[config.mk]
export PLATFORM = sky130hd
export DESIGN_NAME = jtag_tap_controller
export DESIGN_NICKNAME = d
export VERILOG_FILES = /design/src/shared/jtag_tap_pkg.sv /design/src/hdl/pin_sync.sv /design/src/hdl/word_buffer.sv /design/src/hdl/jtag_tap_controller.sv
export VERILOG_INCLUDE_DIRS = /design/src /design/src/shared
export SDC_FILE = /design/constraint.sdc
export NUM_CORES = 1
export LEC_CHECK = 0
export BUFFER_PORTS_ARGS = -buffer_cell sky130_fd_sc_hd__buf_2
export CORE_ASPECT_RATIO = 0.8
export CORE_MARGIN = 8
export CORE_UTILIZATION = 35
export CTS_CLUSTER_SIZE = 40
export DETAILED_ROUTE_END_ITERATION = 8
export SETUP_SLACK_MARGIN = 0.05
export SLEW_MARGIN = 25
export SYNTH_ARGS = -nofsm -noshare
export SYNTH_HDL_FRONTEND = slang
export SYNTH_SLANG_ARGS = --single-unit
[constraint.sdc]
create_clock -name mclk -period 2.25 [get_ports mclk]
set_input_delay 0.1125 -clock mclk [delete_from_list [all_inputs] [get_ports mclk]]
set_output_delay 0.1125 -clock mclk [all_outputs]
set_load 0.02 [all_outputs]
[src/shared/jtag_tap_defs.svh]
// Constants for the test access port: opcodes, register lengths, buffer depth.
// Assumes inclusion by bare name from the design files and the testbench.
`ifndef JTAG_TAP_DEFS_SVH
`define JTAG_TAP_DEFS_SVH

`define IR_LEN        5
`define ID_LEN        32
`define CFG_LEN       32
`define IR_CAPTURE    5'h01
`define OP_CFG_OUT    5'h04
`define OP_CFG_IN     5'h05
`define OP_IDCODE     5'h09
`define OP_BYPASS     5'h1f
`define OP_DEFAULT    5'h09
`define RESET_ONES    5
`define BUF_DEPTH     2
// Arbitrary neutral identification value
`define ID_VALUE      32'h10000001
`define READ_IDX_W    1

`endif

[src/shared/jtag_tap_pkg.sv]
// Types for the test access port.
// Assumes nothing beyond a SystemVerilog compiler.
package jtag_tap_pkg;
  typedef enum logic [3:0] {
    TestLogicReset, RunTestIdle, SelectDr, CaptureDr, ShiftDr, Exit1Dr,
    PauseDr, Exit2Dr, UpdateDr, SelectIr, CaptureIr, ShiftIr, Exit1Ir,
    PauseIr, Exit2Ir, UpdateIr
  } tap_state_e;
endpackage : jtag_tap_pkg

[src/hdl/pin_sync.sv]
// Two-flop synchroniser for the pin inputs.
// Assumes inputs are asynchronous to mclk.
module pin_sync (
  input  wire logic mclk,
  input  wire logic reset_n,
  input  wire logic din,
  output logic      dout
);
  logic meta_q;

  // Reset to one: undriven pins read high
  always_ff @(posedge mclk) begin
    if (!reset_n) begin
      meta_q <= 1'b1;
      dout   <= 1'b1;
    end else begin
      meta_q <= din;
      dout   <= meta_q;
    end
  end
endmodule : pin_sync

[src/hdl/word_buffer.sv]
// Two-entry buffer for configuration words leaving the port.
// Assumes both sides run on mclk.
`include "jtag_tap_defs.svh"

module word_buffer (
  input  wire logic        mclk,
  input  wire logic        reset_n,
  input  wire logic [31:0] inData,
  input  wire logic        inValid,
  output logic             inReady,
  output logic [31:0]      outData,
  output logic             outValid,
  input  wire logic        outReady
);
  logic [31:0] mem_q [`BUF_DEPTH];
  logic [`READ_IDX_W-1:0] wrIdx_q;
  logic [`READ_IDX_W-1:0] rdIdx_q;
  logic [1:0]             count_q;
  logic                   push;
  logic                   pop;

  assign inReady = (count_q != 2'(`BUF_DEPTH));
  assign push    = inValid && inReady;
  assign pop     = outValid && outReady;
  assign outValid = (count_q != 2'h0);
  assign outData  = mem_q[rdIdx_q];

  always_ff @(posedge mclk) begin
    if (push) begin
      mem_q[wrIdx_q] <= inData;
    end
  end

  always_ff @(posedge mclk) begin
    if (!reset_n) begin
      wrIdx_q <= '0;
      rdIdx_q <= '0;
      count_q <= 2'h0;
    end else begin
      if (push) begin
        wrIdx_q <= wrIdx_q + 1'b1;
      end
      if (pop) begin
        rdIdx_q <= rdIdx_q + 1'b1;
      end
      count_q <= 2'(count_q + {1'b0, push} - {1'b0, pop});
    end
  end
endmodule : word_buffer

[src/hdl/jtag_tap_controller.sv]
// Boundary-scan test access port: state machine, instruction register,
// bypass, identification and configuration data registers.
// Assumes tck, tms, tdi are pins sampled by mclk; tck is far slower than mclk.
// What this block does
// - A sixteen-state controller steps on the mode-select level at each rising test-clock edge.
// - Serial input is sampled at the rising test-clock edge while shifting.
// - Serial output changes only at the falling test-clock edge.
// - Serial output is released (high impedance) unless bits are being shifted.
// - Incoming bits go to the one register picked by state and instruction.
// - The instruction or selected data register drives the output by state and instruction.
// - With no reset pin, only the mode-select input returns the controller to reset.
// - An undriven mode-select input reads high.
// - An undriven serial input reads high.
// - The default-high inputs do not depend on any configuration mode.
// - Separate instruction and data shift sequences are entered by distinct patterns.
// - A 32-bit identification register and a configuration register are reachable.
// - The instruction register is five bits wide and takes a full opcode.
// - 00101 loads configuration, 00100 reads back, all ones selects bypass.
`include "jtag_tap_defs.svh"

module jtag_tap_controller (
  input  wire logic        mclk,
  input  wire logic        reset_n,
  input  wire logic        tck,
  input  wire logic        tmsIn,
  input  wire logic        tdiIn,
  output logic             tdoOut,
  output logic             tdoOe_n,
  output logic [31:0]      cfgData,
  output logic             cfgValid,
  input  wire logic        cfgReady,
  input  wire logic [31:0] readbackData,
  output logic             readbackStrobe,
  output logic             testMode,
  output logic [3:0]       tapState
);
  jtag_tap_pkg::tap_state_e state_q;
  jtag_tap_pkg::tap_state_e state_d;

  logic tckSync;
  logic tmsSync;
  logic tdiSync;
  logic tckPrev_q;
  logic tckRise;
  logic tckFall;

  logic [`IR_LEN-1:0]  irShift_q;
  logic [`IR_LEN-1:0]  ir_q;
  logic                bypass_q;
  logic [`ID_LEN-1:0]  idShift_q;
  logic [`CFG_LEN-1:0] cfgShift_q;
  logic [5:0]          cfgCount_q;
  logic                serialOut;
  logic                shiftActive;
  logic                wordValid_q;
  logic                bufReady;
  logic [31:0]         bufData;
  logic                bufValid;
  logic                bufPop;

  // Pins pass two flops; reset value one models the pull-ups
  // Pull-up model is unconditional, no mode input exists
  pin_sync syncTck (.mclk(mclk), .reset_n(reset_n), .din(tck),
                    .dout(tckSync));
  pin_sync syncTms (.mclk(mclk), .reset_n(reset_n), .din(tmsIn),
                    .dout(tmsSync));
  pin_sync syncTdi (.mclk(mclk), .reset_n(reset_n), .din(tdiIn),
                    .dout(tdiSync));

  always_ff @(posedge mclk) begin
    if (!reset_n) begin
      // Matches the sync flops' reset level, so no false rise follows reset
      tckPrev_q <= 1'b1;
    end else begin
      tckPrev_q <= tckSync;
    end
  end

  assign tckRise = tckSync && !tckPrev_q;
  assign tckFall = !tckSync && tckPrev_q;

  function automatic logic isDataOp(input logic [`IR_LEN-1:0] op,
                                    input logic [`IR_LEN-1:0] want);
    isDataOp = (op == want);
  endfunction : isDataOp

  // Standard state graph; five high edges reach reset from anywhere
  always_comb begin
    state_d = state_q;
    case (state_q)
      jtag_tap_pkg::TestLogicReset: state_d = tmsSync ?
        jtag_tap_pkg::TestLogicReset : jtag_tap_pkg::RunTestIdle;
      jtag_tap_pkg::RunTestIdle: state_d = tmsSync ?
        jtag_tap_pkg::SelectDr : jtag_tap_pkg::RunTestIdle;
      jtag_tap_pkg::SelectDr: state_d = tmsSync ?
        jtag_tap_pkg::SelectIr : jtag_tap_pkg::CaptureDr;
      jtag_tap_pkg::CaptureDr: state_d = tmsSync ?
        jtag_tap_pkg::Exit1Dr : jtag_tap_pkg::ShiftDr;
      jtag_tap_pkg::ShiftDr: state_d = tmsSync ?
        jtag_tap_pkg::Exit1Dr : jtag_tap_pkg::ShiftDr;
      jtag_tap_pkg::Exit1Dr: state_d = tmsSync ?
        jtag_tap_pkg::UpdateDr : jtag_tap_pkg::PauseDr;
      jtag_tap_pkg::PauseDr: state_d = tmsSync ?
        jtag_tap_pkg::Exit2Dr : jtag_tap_pkg::PauseDr;
      jtag_tap_pkg::Exit2Dr: state_d = tmsSync ?
        jtag_tap_pkg::UpdateDr : jtag_tap_pkg::ShiftDr;
      jtag_tap_pkg::UpdateDr: state_d = tmsSync ?
        jtag_tap_pkg::SelectDr : jtag_tap_pkg::RunTestIdle;
      jtag_tap_pkg::SelectIr: state_d = tmsSync ?
        jtag_tap_pkg::TestLogicReset : jtag_tap_pkg::CaptureIr;
      jtag_tap_pkg::CaptureIr: state_d = tmsSync ?
        jtag_tap_pkg::Exit1Ir : jtag_tap_pkg::ShiftIr;
      jtag_tap_pkg::ShiftIr: state_d = tmsSync ?
        jtag_tap_pkg::Exit1Ir : jtag_tap_pkg::ShiftIr;
      jtag_tap_pkg::Exit1Ir: state_d = tmsSync ?
        jtag_tap_pkg::UpdateIr : jtag_tap_pkg::PauseIr;
      jtag_tap_pkg::PauseIr: state_d = tmsSync ?
        jtag_tap_pkg::Exit2Ir : jtag_tap_pkg::PauseIr;
      jtag_tap_pkg::Exit2Ir: state_d = tmsSync ?
        jtag_tap_pkg::UpdateIr : jtag_tap_pkg::ShiftIr;
      jtag_tap_pkg::UpdateIr: state_d = tmsSync ?
        jtag_tap_pkg::SelectDr : jtag_tap_pkg::RunTestIdle;
      default: state_d = jtag_tap_pkg::TestLogicReset;
    endcase
  end

  // Steps only on a rising test-clock edge
  always_ff @(posedge mclk) begin
    if (!reset_n) begin
      state_q <= jtag_tap_pkg::TestLogicReset;
    end else if (tckRise) begin
      state_q <= state_d;
    end
  end

  // Instruction shift and update; full five-bit opcode
  always_ff @(posedge mclk) begin
    if (!reset_n) begin
      irShift_q <= `IR_CAPTURE;
      ir_q      <= `OP_DEFAULT;
    end else if (tckRise) begin
      case (state_q)
        jtag_tap_pkg::CaptureIr: irShift_q <= `IR_CAPTURE;
        jtag_tap_pkg::ShiftIr:
          irShift_q <= {tdiSync, irShift_q[`IR_LEN-1:1]};
        jtag_tap_pkg::UpdateIr: ir_q <= irShift_q;
        default: ir_q <= ir_q;
      endcase
      // After the case so that entering reset always wins
      if (state_d == jtag_tap_pkg::TestLogicReset) begin
        ir_q <= `OP_DEFAULT;
      end
    end
  end

  // Data registers; only the one the instruction picks shifts
  always_ff @(posedge mclk) begin
    if (!reset_n) begin
      bypass_q  <= 1'b0;
      idShift_q <= `ID_VALUE;
      cfgShift_q <= '0;
    end else if (tckRise) begin
      if (state_q == jtag_tap_pkg::CaptureDr) begin
        bypass_q  <= 1'b0;
        idShift_q <= `ID_VALUE;
        if (isDataOp(ir_q, `OP_CFG_OUT)) begin
          cfgShift_q <= readbackData;
        end
      end else if (state_q == jtag_tap_pkg::ShiftDr) begin
        if (isDataOp(ir_q, `OP_IDCODE)) begin
          idShift_q <= {tdiSync, idShift_q[`ID_LEN-1:1]};
        end else if (isDataOp(ir_q, `OP_CFG_IN) ||
                     isDataOp(ir_q, `OP_CFG_OUT)) begin
          cfgShift_q <= {tdiSync, cfgShift_q[`CFG_LEN-1:1]};
        end else begin
          bypass_q <= tdiSync;
        end
      end
    end
  end

  // Shifted configuration words count to 32 and are offered to the buffer
  always_ff @(posedge mclk) begin
    if (!reset_n) begin
      cfgCount_q  <= 6'h00;
      wordValid_q <= 1'b0;
    end else begin
      if (wordValid_q && bufReady) begin
        wordValid_q <= 1'b0;
      end
      if (tckRise && state_q == jtag_tap_pkg::CaptureDr) begin
        cfgCount_q <= 6'h00;
      end else if (tckRise && state_q == jtag_tap_pkg::ShiftDr &&
                   isDataOp(ir_q, `OP_CFG_IN)) begin
        if (cfgCount_q == 6'(`CFG_LEN - 1)) begin
          cfgCount_q  <= 6'h00;
          wordValid_q <= 1'b1;
        end else begin
          cfgCount_q <= cfgCount_q + 6'h01;
        end
      end
    end
  end

  // Word copy taken with the 32nd bit; the link has no back-pressure, so
  // a word still waiting when the next completes is overwritten
  logic [31:0] wordHold_q;
  always_ff @(posedge mclk) begin
    if (!reset_n) begin
      wordHold_q <= 32'h00000000;
    end else if (tckRise && state_q == jtag_tap_pkg::ShiftDr &&
                 cfgCount_q == 6'(`CFG_LEN - 1)) begin
      wordHold_q <= {tdiSync, cfgShift_q[`CFG_LEN-1:1]};
    end
  end

  word_buffer cfgBuf (
    .mclk    (mclk),
    .reset_n (reset_n),
    .inData  (wordHold_q),
    .inValid (wordValid_q),
    .inReady (bufReady),
    .outData (bufData),
    .outValid(bufValid),
    .outReady(bufPop)
  );

  // Pop exactly when the output register takes the word, never twice
  assign bufPop = !cfgValid || cfgReady;

  // Output selection by state and instruction
  always_comb begin
    if (state_q == jtag_tap_pkg::ShiftIr) begin
      serialOut = irShift_q[0];
    end else if (isDataOp(ir_q, `OP_IDCODE)) begin
      serialOut = idShift_q[0];
    end else if (isDataOp(ir_q, `OP_CFG_IN) ||
                 isDataOp(ir_q, `OP_CFG_OUT)) begin
      serialOut = cfgShift_q[0];
    end else begin
      serialOut = bypass_q;
    end
  end

  assign shiftActive = (state_q == jtag_tap_pkg::ShiftIr) ||
                       (state_q == jtag_tap_pkg::ShiftDr);

  // Output changes on falling edges only, enabled only while shifting
  always_ff @(posedge mclk) begin
    if (!reset_n) begin
      tdoOut  <= 1'b1;
      tdoOe_n <= 1'b1;
    end else if (tckFall) begin
      tdoOut  <= serialOut;
      tdoOe_n <= !shiftActive;
    end
  end

  // Registered outputs to the rest of the device
  always_ff @(posedge mclk) begin
    if (!reset_n) begin
      cfgData        <= 32'h00000000;
      cfgValid       <= 1'b0;
      readbackStrobe <= 1'b0;
      testMode       <= 1'b0;
      tapState       <= 4'h0;
    end else begin
      if (!cfgValid || cfgReady) begin
        cfgValid <= bufValid;
        cfgData  <= bufData;
      end
      readbackStrobe <= tckRise && state_q == jtag_tap_pkg::CaptureDr &&
                        isDataOp(ir_q, `OP_CFG_OUT);
      testMode <= state_q != jtag_tap_pkg::TestLogicReset;
      tapState <= state_q;
    end
  end
endmodule : jtag_tap_controller

; ---- Yosys cells after proc, flatten, opt, wreduce, memory -nomap -nowiden
; Memory sizes are Yosys's and may differ from the RTL's. A register that Yosys moved wholly into a read port is not among the register bits.
; Cells that the tools add are included.
[totals]
register_bits = 138
mem_bits_rw = 64
inputBits = 38
output_inout_bits = 41
mem_count = 1
[classes]
n_addsub = 5
eq_ne = 23
muxes = 38
bitwise = 1
n_reduce_logical = 35
[memory_table]
columns = memory, words, width, rd, rd_clocked_by_memory_dff, write_ports, line
row1 = cfgBuf.mem_q, 2, 32, 1, 1, 1, word_buffer.sv:15  ; logic [31:0] mem_q [`BUF_DEPTH];
[op_table]
columns = cell, n
row1 = $mux 32, 8
row2 = $pmux 4 s12, 1
row3 = $eq 4x4->1 const B, 8
row4 = $eq 4x3->1 const B, 4
row5 = $mux 1, 16
row6 = $mux 4, 4
row7 = $reduce_bool 2->1, 6
row8 = $eq 5x3->1 const B, 2
row9 = $mux 5, 2
row10 = $pmux 5 s2, 1
row11 = $logic_and 1x1->1, 9
row12 = $eq 4x2->1 const B, 2
row13 = $logic_not 4->1, 2
row14 = $add 6x1->6 const B, 1
row15 = $eq 6x5->1 const B, 1
row16 = $mux 2, 3
row17 = $mux 3, 2
row18 = $mux 6, 1
row19 = $reduce_or 2->1, 3
row20 = $eq 5x4->1 const B, 1
row21 = $logic_not 1->1, 5
row22 = $reduce_and 5->1, 1
row23 = $eq 4x1->1 const B, 1
row24 = $ne 2x1->1 const B, 2
row25 = 11 further kinds, 16

; ---- Depth between registers and ports, before layout
; Gate-level depths: netlist (run 1).
[logic_depth]
word_depth = 6
depth_mapped = 9
depth_no_buf = 8

; ---- Modules after synthesis
; From an unflattened synthesis (run 1), not the netlist that was laid out.
[unflattened]
cells_unflattened = 929
hier_area_um2 = 9694.3
[modules_own_cells]
columns = module, instances, cells_each, area_per_inst_um2, seq_area_each_um2
row1 = jtag_tap_controller, 1, 788, 6952.9, 3203.1
row2 = word_buffer, 1, 129, 2583.7, 2021.9
row3 = pin_sync, 3, 4, 52.6, 40.0

; ---- Worst setup path before layout (run 1)
; OpenSTA, ideal clock, no wires.
[synth_timing]
path_type = reg-to-reg
from = register cfgBuf.count_q[0]
to = memory cfgBuf.mem_q[0][0] (enable)
arrival_ns = 1.931
t_required_ns = 1.829
setup_slack_ns = -0.102
path_stages_with_launch = 4
path_buffers = 0
cell_sequence = dfxtp_1 > nand2b_1 > nand2_1 > nor2_1
[synth_via]
elab_chain_cells = 4
[synth_lines]
columns = item, line
row1 = start: declaration, word_buffer.sv:18  ; logic [1:0] count_q;
row2 = start signal: assignment, word_buffer.sv:46  ; count_q <= 2'(count_q + {1'b0, push} - {1'b0, pop});
row3 = $ne 2x2->1, word_buffer.sv:22  ; assign inReady = (count_q != 2'(`BUF_DEPTH));
row4 = $logic_and 1x1->1, word_buffer.sv:23  ; assign push = inValid && inReady;
row5 = $mux 1, word_buffer.sv:29  ; if (push) begin
row6 = $mux 1 (implied by the code), word_buffer.sv:30  ; mem_q[wrIdx_q] <= inData;
row7 = end: declaration, word_buffer.sv:15
; No other way between the ends.

; ---- Final worst setup path (run 1)
[layout_timing]
from = register state_q[2]
to = register wordHold_q[8]
[layout_via]
elab_chain_cells = 3
[layout_lines]
columns = item, line
row1 = start: declaration, jtag_tap_controller.sv:37  ; jtag_tap_pkg::tap_state_e state_q;
row2 = start signal: assignment, jtag_tap_controller.sv:130  ; state_q <= jtag_tap_pkg::TestLogicReset;
row3 = start signal: assignment, jtag_tap_controller.sv:132  ; state_q <= state_d;
row4 = $eq 4x3->1, jtag_tap_controller.sv:211  ; end else if (tckRise && state_q == jtag_tap_pkg::ShiftDr &&
row5 = $logic_and 1x1->1 (2 in a row), jtag_tap_controller.sv:211
row6 = end signal: assignment, jtag_tap_controller.sv:213  ; wordHold_q <= {tdiSync, cfgShift_q[`CFG_LEN-1:1]};
row7 = end: declaration, jtag_tap_controller.sv:207  ; logic [31:0] wordHold_q;
; No other way between the ends.
; A chain may end at the register's enable or synchronous reset.

==> reports/qor.txt, run 1 <==
first-pass GRT wire length -> 31.5 mm
final worst-path cycle share -> 90.4%
hold endpoint -> cfgShift_q[9]$_SDFFE_PN0P_
layout cell share with drive strength beyond 1 -> 19.7%
Overflow after GRT -> 0
Worst-Margin Slew -> 0.642 ns
pwr dens -> 877 nW/um^2
Routed WL -> 19.5 mm
Clock Latency Late Sink -> 0.51 ns
Net Count, Synth -> 925
Final Core Density -> 42.0%
Yosys reg bits -> 234
Synth Flop Type -> dfxtp_1
max-slew violations -> 0
Layout Skew -> 0.00869 ns
Worst Hold Launch -> readbackData[9]
Min Clock Period, post-route -> 2.03 ns
# nets final -> 1005
element type at the critical path start -> flip-flop
I/O pin cnt -> 79
area grow syn2layout -> 19.1%
worst-path fanout max -> 18
final hold violations -> 0
ANT nets after route -> 0
Worst R2R End -> wordHold_q[8]$_SDFFE_PN0P_
crit-path max cell delay -> 0.63 ns
hold depth -> 4
setup TNS -> 0 ns
Hold Path Class -> input port to flip-flop
initial antenna violation count -> 1
WL/cell -> 14.6 um
starting density of the core -> 35.3%
Crit path max-delay family -> simple AND/OR/NAND/NOR gates
Max Fclk -> 492 MHz
Worst Setup Path Type -> flip-flop to flip-flop
syn avg cell area -> 10.4 um^2
register area share after synthesis -> 58.1%
Pleak -> 0.00415 uW
Post-synth EDFFs -> 64
CTS HTree Levels -> 1
endpoints failing setup -> 0
Core Area -> 26000 um^2
cell count after synthesis -> 884
status -> completed
Max Cap Violations -> 0
Die Y -> 161 um
DP Worst Slack -> 0.236 ns
post-synthesis cell area -> 9170 um^2
post-route cell area -> 10900 um^2
Inserted Clock Buffers -> 24
CP endpoint kind -> flip-flop
VDD IR-drop max -> 0.534 mV
DRC Markers -> 0
PostCTS Resize Cnt -> 0
clock sink count -> 234
Unique masters post-synth -> 58
r2r worst-path depth -> 5
1st-pass router iterations -> 4
CTS root buffer -> clkbuf_16
RD Place Congestion -> 0.780
Port-buffer cells -> 78
CTS tree -> built
slowest CP cell -> or4_4
WP buf/inv -> 1
RSZ-0062 raised after global routing -> no
die width -> 197 um
FF-to-FF Start -> state_q[2]$_SDFFE_PN0P_
All-Layer GR Usage -> 12.0%
Iter 0 DRT Violations -> 449
placed wire-length estimate -> 12.8 mm
synth warn -> 0
vias -> 6352
Post-CTS Setup Inserts -> 0
PnR worst setup slack -> 0.216 ns
CP arrival -> 2.40 ns
Async SR Flop Fraction -> 0%
setup slack, reg-to-reg -> 0.22 ns
Post-DP Area -> 9970 um^2
CTS Hold Buffers Added -> 12
drt via density -> 4.74
Max-slew headroom -> 57.2%
Worst Path Required -> 2.61 ns
# rows -> 53
clock-pin slew on the worst setup and hold paths -> 0.06 ns
worst path cell trace -> or4b_4 -> or4_4 -> buf_12 -> nand2_1 -> a21oi_1
clk buf depth -> 3
number of global-route vias before repair -> 5940
largest net degree at the start of global routing -> 66
area of the die -> 31700 um^2
-- layer usage --
layer	up-vias	global-route usage, %	part of all wire (%)
li1	3260	-	-
met1	2985	16.8	49
met2	91	18.5	45
met3	16	2.93	5.1
met4	0	2.42	1.0
met5	-	0	0
-- Yosys cell counts, types with 2 or more instances --
master    instances  share of area [%]
o22a_1            2               0.19
nor2_1           44                1.8
a22o_1            3               0.29
buf_2            13               0.71
mux2_2           32                3.9
and2_1            4               0.27
o31ai_1           2               0.16
o21bai_1          2               0.16
xnor2_1           4               0.38
mux2i_1          66                7.2
a211oi_1         33                2.7
xor2_1            2               0.19
a21oi_1          78                4.3
buf_1             5               0.20
o211ai_1          2               0.16
nor4_4            2               0.46
or3_1             4               0.27
edfxtp_1         64                 21
nor3b_1           5               0.41
nand4_1           4               0.27
nand3_1          38                2.1
o21ai_0           9               0.49
a211o_1           2               0.19
buf_6             5               0.61
o311a_1           2               0.22
buf_4             4               0.33
nor2b_1           5               0.34
nand2b_1         11               0.75
nand2_1         177                7.2
a31oi_1           3               0.20
dfxtp_1         170                 37
inv_1            10               0.41
nor3_1            8               0.44
clkbuf_1         41                1.7
or4_1             3               0.25
ha_1              3               0.41
-- per-stage QoR --
step | hold WS, ns | total power [uW] | instances
floorplan | 0.214 | 5280 | 884
global placement | 0.298 | 5580 | 1283
detailed placement | 0.299 | 5590 | 1283
CTS | 0.0000994 | 9700 | 1339
global route | 0.00720 | 9970 | 1340
finish | 0.0170 | 9570 | 1340
-- worst max path at each step --
stage | startpoint | end | slack (ns) | depth (start not counted)
5_1_grt | state_q[2]$_SDFFE_PN0P_ | wordHold_q[8]$_SDFFE_PN0P_ | 0.11 | 5
2_1_floorplan | state_q[0]$_SDFFE_PN0P_ | wordHold_q[1]$_SDFFE_PN0P_ | 0.27 | 7
3_5_place_dp | state_q[2]$_SDFFE_PN0P_ | wordHold_q[12]$_SDFFE_PN0P_ | 0.24 | 5
4_1_cts | state_q[2]$_SDFFE_PN0P_ | wordHold_q[12]$_SDFFE_PN0P_ | 0.21 | 5
3_3_place_gp | state_q[3]$_SDFFE_PN0P_ | wordHold_q[12]$_SDFFE_PN0P_ | 0.28 | 5
6_report | state_q[2]$_SDFFE_PN0P_ | wordHold_q[8]$_SDFFE_PN0P_ | 0.22 | 5
-- placed cells by master, fill, tap and decap left out, drive strengths merged, types with 3 or more instances in the layout --
master	n
clkinv	6
or3	4
nor2b	5
inv	10
dfxtp	170
a211oi	33
nor3b	5
and2	4
dlygate4sd3	12
edfxtp	64
nor2	44
a22o	3
nor4	3
clkbuf	34
bufinv	3
xnor2	4
nand3	38
buf	110
or4	4
ha	3
nand4	4
o21ai	10
nand2	177
a31oi	3
mux2	32
nand2b	11
mux2i	66
a21oi	78
nor3	8
-- tightest hold or removal path: cells and delay by family --
| family | cells | cell delay [ns] |
|---|---|---|
| AND/OR/NAND/NOR | 1 | 0.04 |
| multiplexers | 2 | 0.23 |
| buffers and inverters | 1 | 0.09 |
-- flip-flops by register name, indices dropped and copies added, names as in the netlist, 2 cells and up --
name and count:
tapState 4, cfgBuf.mem_q 64, cfgCount_q 6, irShift_q 5, idShift_q 32, cfgBuf.count_q 2
ir_q 5, cfgShift_q 32, state_q 4, wordHold_q 32, cfgData 32
-- report_power, final --
part           total (uW)  internal, uW  switching [uW]
Clock                4080          2480            1590
Sequential           4550          4450             103
Combinational         938           367             570
-- cell families (layout without fill, tap and decap cells) --
| logic type | after synthesis | after routing | share of synthesized area, % |
|---|---|---|---|
| and+or+nand+nor | 317 | 317 | 15.9 |
| DFF | 234 | 234 | 58.1 |
| AOI/OAI and AO/OA | 148 | 148 | 9.94 |
| muxes | 98 | 98 | 11.1 |
| buffers and inverters | 78 | 176 | 3.94 |
| xor gates and xnor gates | 6 | 6 | 0.573 |
| adders and majority gates | 3 | 3 | 0.410 |
| other | 0 | 1 | 0 |
-- cell type report --
type                    instances  area, um^2
fillers                      2586       15100
clock buffers                  34         689
diodes                          1        2.50
repair buffers                122         788
inverters                      10        38.8
well taps                     357         447
multi-input cells             572        3490
clock inverters                10         130
flip-flops and latches        234        5330
Note: power is estimated with default switching activity, not from simulation.
==> inputs of run 2 (changes only) <==
--- a/config.mk
+++ b/config.mk
@@ -12,7 +12,9 @@
 export CORE_UTILIZATION = 35
 export CTS_CLUSTER_SIZE = 40
 export DETAILED_ROUTE_END_ITERATION = 8
+export RECOVER_POWER = 50
 export SETUP_SLACK_MARGIN = 0.05
+export SKIP_LAST_GASP = 1
 export SLEW_MARGIN = 25
 export SYNTH_ARGS = -nofsm -noshare
 export SYNTH_HDL_FRONTEND = slang
==> reports/qor.txt, run 2 (same netlist as run 1, synthesis figures left out) <==
Clock Latency Late Sink -> 0.51 ns
element type at the critical path start -> flip-flop
I/O pin cnt -> 79
VDD IR-drop max -> 0.537 mV
Iter 0 DRT Violations -> 455
Pleak -> 0.00399 uW
crit-path max cell delay -> 0.64 ns
Crit path max-delay family -> simple AND/OR/NAND/NOR gates
worst-case hold slack -> 0.0169 ns
WP buf/inv -> 1
CTS HTree Levels -> 1
area grow syn2layout -> 18.3%
post-route cell area -> 10800 um^2
DRC Markers -> 0
Multi-input gate area -> 3490 um^2
drt via density -> 4.75
die width -> 197 um
worst-path fanout max -> 18
CTS Hold Buffers Added -> 12
1st-pass router iterations -> 5
WL/cell -> 14.6 um
Port-buffer cells -> 78
CTS tree -> built
Min Clock Period, post-route -> 2.05 ns
failing checks -> max-capacitance violations, max-slew violations
Reg with most FFs -> cfgBuf.mem_q
max-slew violations -> 37
Hold Path Class -> input port to flip-flop
Fillers -> 2608
placed wire-length estimate -> 12.8 mm
Layout Skew -> 0.00698 ns
pwr dens -> 881 nW/um^2
number of global-route vias before repair -> 5940
Post-CTS Setup Inserts -> 0
layout cell share with drive strength beyond 1 -> 15.2%
initial antenna violation count -> 1
RD Place Congestion -> 0.780
Overflow after GRT -> 0
ANT nets after route -> 0
vias -> 6371
All-Layer GR Usage -> 12.0%
PnR worst setup slack -> 0.196 ns
clock-pin slew on the worst setup and hold paths -> 0.06 ns
Max Cap Violations -> 1
Routed WL -> 19.6 mm
CTS root buffer -> clkbuf_16
PostCTS Resize Cnt -> 0
DP Worst Slack -> 0.236 ns
Inserted Clock Buffers -> 24
CP arrival -> 2.39 ns
Largest register FFs -> 64
area of the die -> 31700 um^2
starting density of the core -> 35.3%
slowest CP cell -> or4_4
final hold violations -> 0
most common cell after layout, fill and taps aside -> nand2_1
Core Area -> 26000 um^2
Die Y -> 161 um
Max-slew headroom -> -5.49%
FF+latch area -> 5330 um^2
clock sink count -> 234
setup TNS -> 0 ns
Worst Path Required -> 2.59 ns
Post-DP Area -> 9970 um^2
# rows -> 53
final worst-path cycle share -> 91.3%
worst path cell trace -> or4b_4 -> or4_4 -> buf_12 -> nand2_1 -> a21oi_1
Worst Setup Path Type -> flip-flop to flip-flop
# nets final -> 1005
most frequent cells in the layout -> nand2_1, dfxtp_1, a21oi_1
RSZ-0062 raised after global routing -> no
largest net degree at the start of global routing -> 66
status -> finished, violations left
endpoints failing setup -> 0
first-pass GRT wire length -> 31.5 mm
clk buf depth -> 3
CP endpoint kind -> flip-flop
Worst-Margin Slew -> 1.58 ns
Max Fclk -> 487 MHz
## run 2: cell types whose count changed in the layout (fill, tap and decap cells not counted), sizes merged
cell,previous run,this run
clkbuf,34,81
buf,110,63
## run 2: layout make-up
cell class,instances,area share (%)
flip-flops and latches,234,49.1
clock inverters,10,1.20
diodes,1,0.0231
multi-input cells,572,32.2
well taps,357,4.12
clock buffers,34,6.36
inverters,10,0.358
repair buffers,122,6.63
## run 2: metrics by stage
stage | power (uW) | utilization, % | cells
3_5_place_dp | 5590 | 38.4 | 1283
5_1_grt | 9940 | 41.7 | 1340
4_1_cts | 9700 | 42.0 | 1339
3_3_place_gp | 5580 | 38.4 | 1283
6_report | 9550 | 41.7 | 1340
2_1_floorplan | 5280 | - | 884
## run 2: final timing paths
path                             startpoint                           to  slack, ns  cells past startpoint
setup / recovery    state_q[2]$_SDFFE_PN0P_  wordHold_q[14]$_SDFFE_PN0P_       0.20                      5
hold / removal              readbackData[9]   cfgShift_q[9]$_SDFFE_PN0P_       0.02                      4
setup reg to reg    state_q[2]$_SDFFE_PN0P_  wordHold_q[14]$_SDFFE_PN0P_       0.20                      5
hold reg to reg   syncTms.meta_q$_SDFF_PN1_      syncTms.dout$_SDFF_PN1_       0.40                      1
## run 2: metal layers
layer,global-route usage (%),vias to the layer above,wire length [um],share of wire [%]
li1,-,3265,-,-
met2,18.5,115,8690,44
met5,0,-,0,0
met1,16.8,2971,9480,48
met3,2.93,20,1130,5.8
met4,2.42,0,265,1.4
## run 2: power breakdown
part           switching (uW)  leakage [uW]  total [uW]  internal, uW
Combinational             571       0.00162         903           332
Sequential                108       0.00197        4560          4450
Clock                    1600      0.000401        4090          2480
## run 2: tightest hold or removal path: stages
cell and delay, ns:
buf_2 0.09, mux2_2 0.13, nand2_1 0.04, mux2i_1 0.10
==> inputs of run 3 (changes only) <==
--- a/config.mk
+++ b/config.mk
@@ -9,9 +9,10 @@
 export BUFFER_PORTS_ARGS = -buffer_cell sky130_fd_sc_hd__buf_2
 export CORE_ASPECT_RATIO = 0.8
 export CORE_MARGIN = 8
-export CORE_UTILIZATION = 35
+export CORE_UTILIZATION = 53
 export CTS_CLUSTER_SIZE = 40
 export DETAILED_ROUTE_END_ITERATION = 8
+export PLACE_DENSITY = 0.75
 export RECOVER_POWER = 50
 export SETUP_SLACK_MARGIN = 0.05
 export SKIP_LAST_GASP = 1
==> reports/qor.txt, run 3 (same netlist as run 1, synthesis figures left out) <==
clk buf depth -> 3
Setup crit end -> wordHold_q[6]$_SDFFE_PN0P_
number of global-route vias before repair -> 6056
first-pass GRT wire length -> 30.7 mm
Inserted Clock Buffers -> 24
worst-case hold slack -> 0.0118 ns
final hold violations -> 0
Worst-Margin Slew -> 1.14 ns
Min Clock Period, post-route -> 2.09 ns
Worst Path Required -> 2.62 ns
r2r worst-path depth -> 5
RSZ-0062 raised after global routing -> no
max-slew violations -> 0
ANT nets after route -> 0
# nets final -> 1007
Overflow after GRT -> 0
endpoints failing setup -> 0
Hold Path Class -> input port to flip-flop
Routed WL -> 18.8 mm
n_diodes -> 0
Worst R2R End -> wordHold_q[6]$_SDFFE_PN0P_
PnR worst setup slack -> 0.161 ns
DRC Markers -> 0
element type at the critical path start -> flip-flop
Die Y -> 134 um
setup slack, reg-to-reg -> 0.16 ns
most common cell after layout, fill and taps aside -> nand2_1
Multi-input gate area -> 3480 um^2
All-Layer GR Usage -> 17.0%
I/O pin cnt -> 79
CTS tree -> built
Max-slew headroom -> 24.1%
setup TNS -> 0 ns
vias -> 6477
pwr dens -> 878 nW/um^2
Pleak -> 0.00397 uW
initial antenna violation count -> 0
FF+latch area -> 5330 um^2
CTS root buffer -> clkbuf_16
# rows -> 43
Clock Latency Late Sink -> 0.51 ns
placed wire-length estimate -> 11.9 mm
status -> completed
layout cell share with drive strength beyond 1 -> 14.6%
Layout Skew -> 0.00887 ns
RD Place Congestion -> 0.845
Max Cap Violations -> 0
most frequent cells in the layout -> nand2_1, dfxtp_1, a21oi_1
largest net degree at the start of global routing -> 79
area grow syn2layout -> 16.2%
FF-to-FF Start -> state_q[3]$_SDFFE_PN0P_
drt via density -> 5.36
clock-pin slew on the worst setup and hold paths -> 0.06 ns
Fillers -> 1395
VDD IR-drop max -> 0.625 mV
Worst Setup SP -> state_q[3]$_SDFFE_PN0P_
Iter 0 DRT Violations -> 437
Largest register FFs -> 64
CP endpoint kind -> flip-flop
Final Core Density -> 62.1%
final worst-path cycle share -> 92.9%
CTS HTree Levels -> 1
Worst Setup Path Type -> flip-flop to flip-flop
die width -> 163 um
area of the die -> 21800 um^2
1st-pass router iterations -> 4
non-filler cells, final -> 1209
WL/cell -> 15.5 um
Max Fclk -> 479 MHz
Placed Instances -> 1150
Reg with most FFs -> cfgBuf.mem_q
worst-path fanout max -> 32
Core Area -> 17200 um^2
Port-buffer cells -> 78
starting density of the core -> 53.4%
DP Worst Slack -> 0.180 ns
clock sink count -> 234
Post-CTS Setup Inserts -> 0
CP arrival -> 2.46 ns
run 3: cell count changes in the layout (fill, tap and decap cells not counted), sizes merged:
cell         delta
clkinvlp        +1
clkinv          -3
diode           -1
clkbuf          +3
dlygate4sd3     +3
bufinv          -2
run 3: critical path, cell delays in order, from the launching register on:
cell and delay, ns:
dfxtp_1 0.36, or4b_4 0.61, or4_4 0.50, buf_4 0.27, nand2_1 0.12, a21oi_1 0.07
run 3: per-stage QoR:
stage	instance area [um^2]	power, uW
4_1_cts	10700	9460
2_1_floorplan	9170	5280
6_report	10700	9350
3_3_place_gp	9800	5560
5_1_grt	10700	9720
3_5_place_dp	9800	5570
run 3: cell type report:
type	instances	share of cell area [%]
flip-flops and latches	234	50.0
multi-input cells	572	32.7
repair buffers	124	6.91
clock buffers	38	6.80
well taps	225	2.64
clock inverters	6	0.576
inverters	10	0.364
run 3: metal layers:
layer | track usage, % | part of all wire (%) | up-vias
li1 | - | - | 3270
met1 | 24.0 | 50 | 3045
met2 | 26.7 | 44 | 135
met3 | 2.81 | 4.6 | 27
met4 | 4.12 | 1.8 | 0
met5 | 0 | 0 | -
run 3: worst min path at each step:
stage,start,endpoint,slack (ns),depth (start not counted)
3_5_place_dp,tdiIn,syncTdi.meta_q$_SDFF_PN1_,0.30,2
5_1_grt,readbackData[11],cfgShift_q[11]$_SDFFE_PN0P_,0.02,4
6_report,readbackData[9],cfgShift_q[9]$_SDFFE_PN0P_,0.01,4
2_1_floorplan,tck,syncTck.meta_q$_SDFF_PN1_,0.21,1
4_1_cts,readbackData[9],cfgShift_q[9]$_SDFFE_PN0P_,0.003,4
3_3_place_gp,tck,syncTck.meta_q$_SDFF_PN1_,0.29,2
run 3: power breakdown:
part           switching [uW]  internal, uW
logic                     585           337
registers                97.2          4450
clock network            1560          2320
total                    2240          7110
run 3: repair_timing:
item | in CTS | in global routing
hold endpoints to repair | 15 | 0
hold buffers | 15 | 0
gates resized for setup | 0 | 0
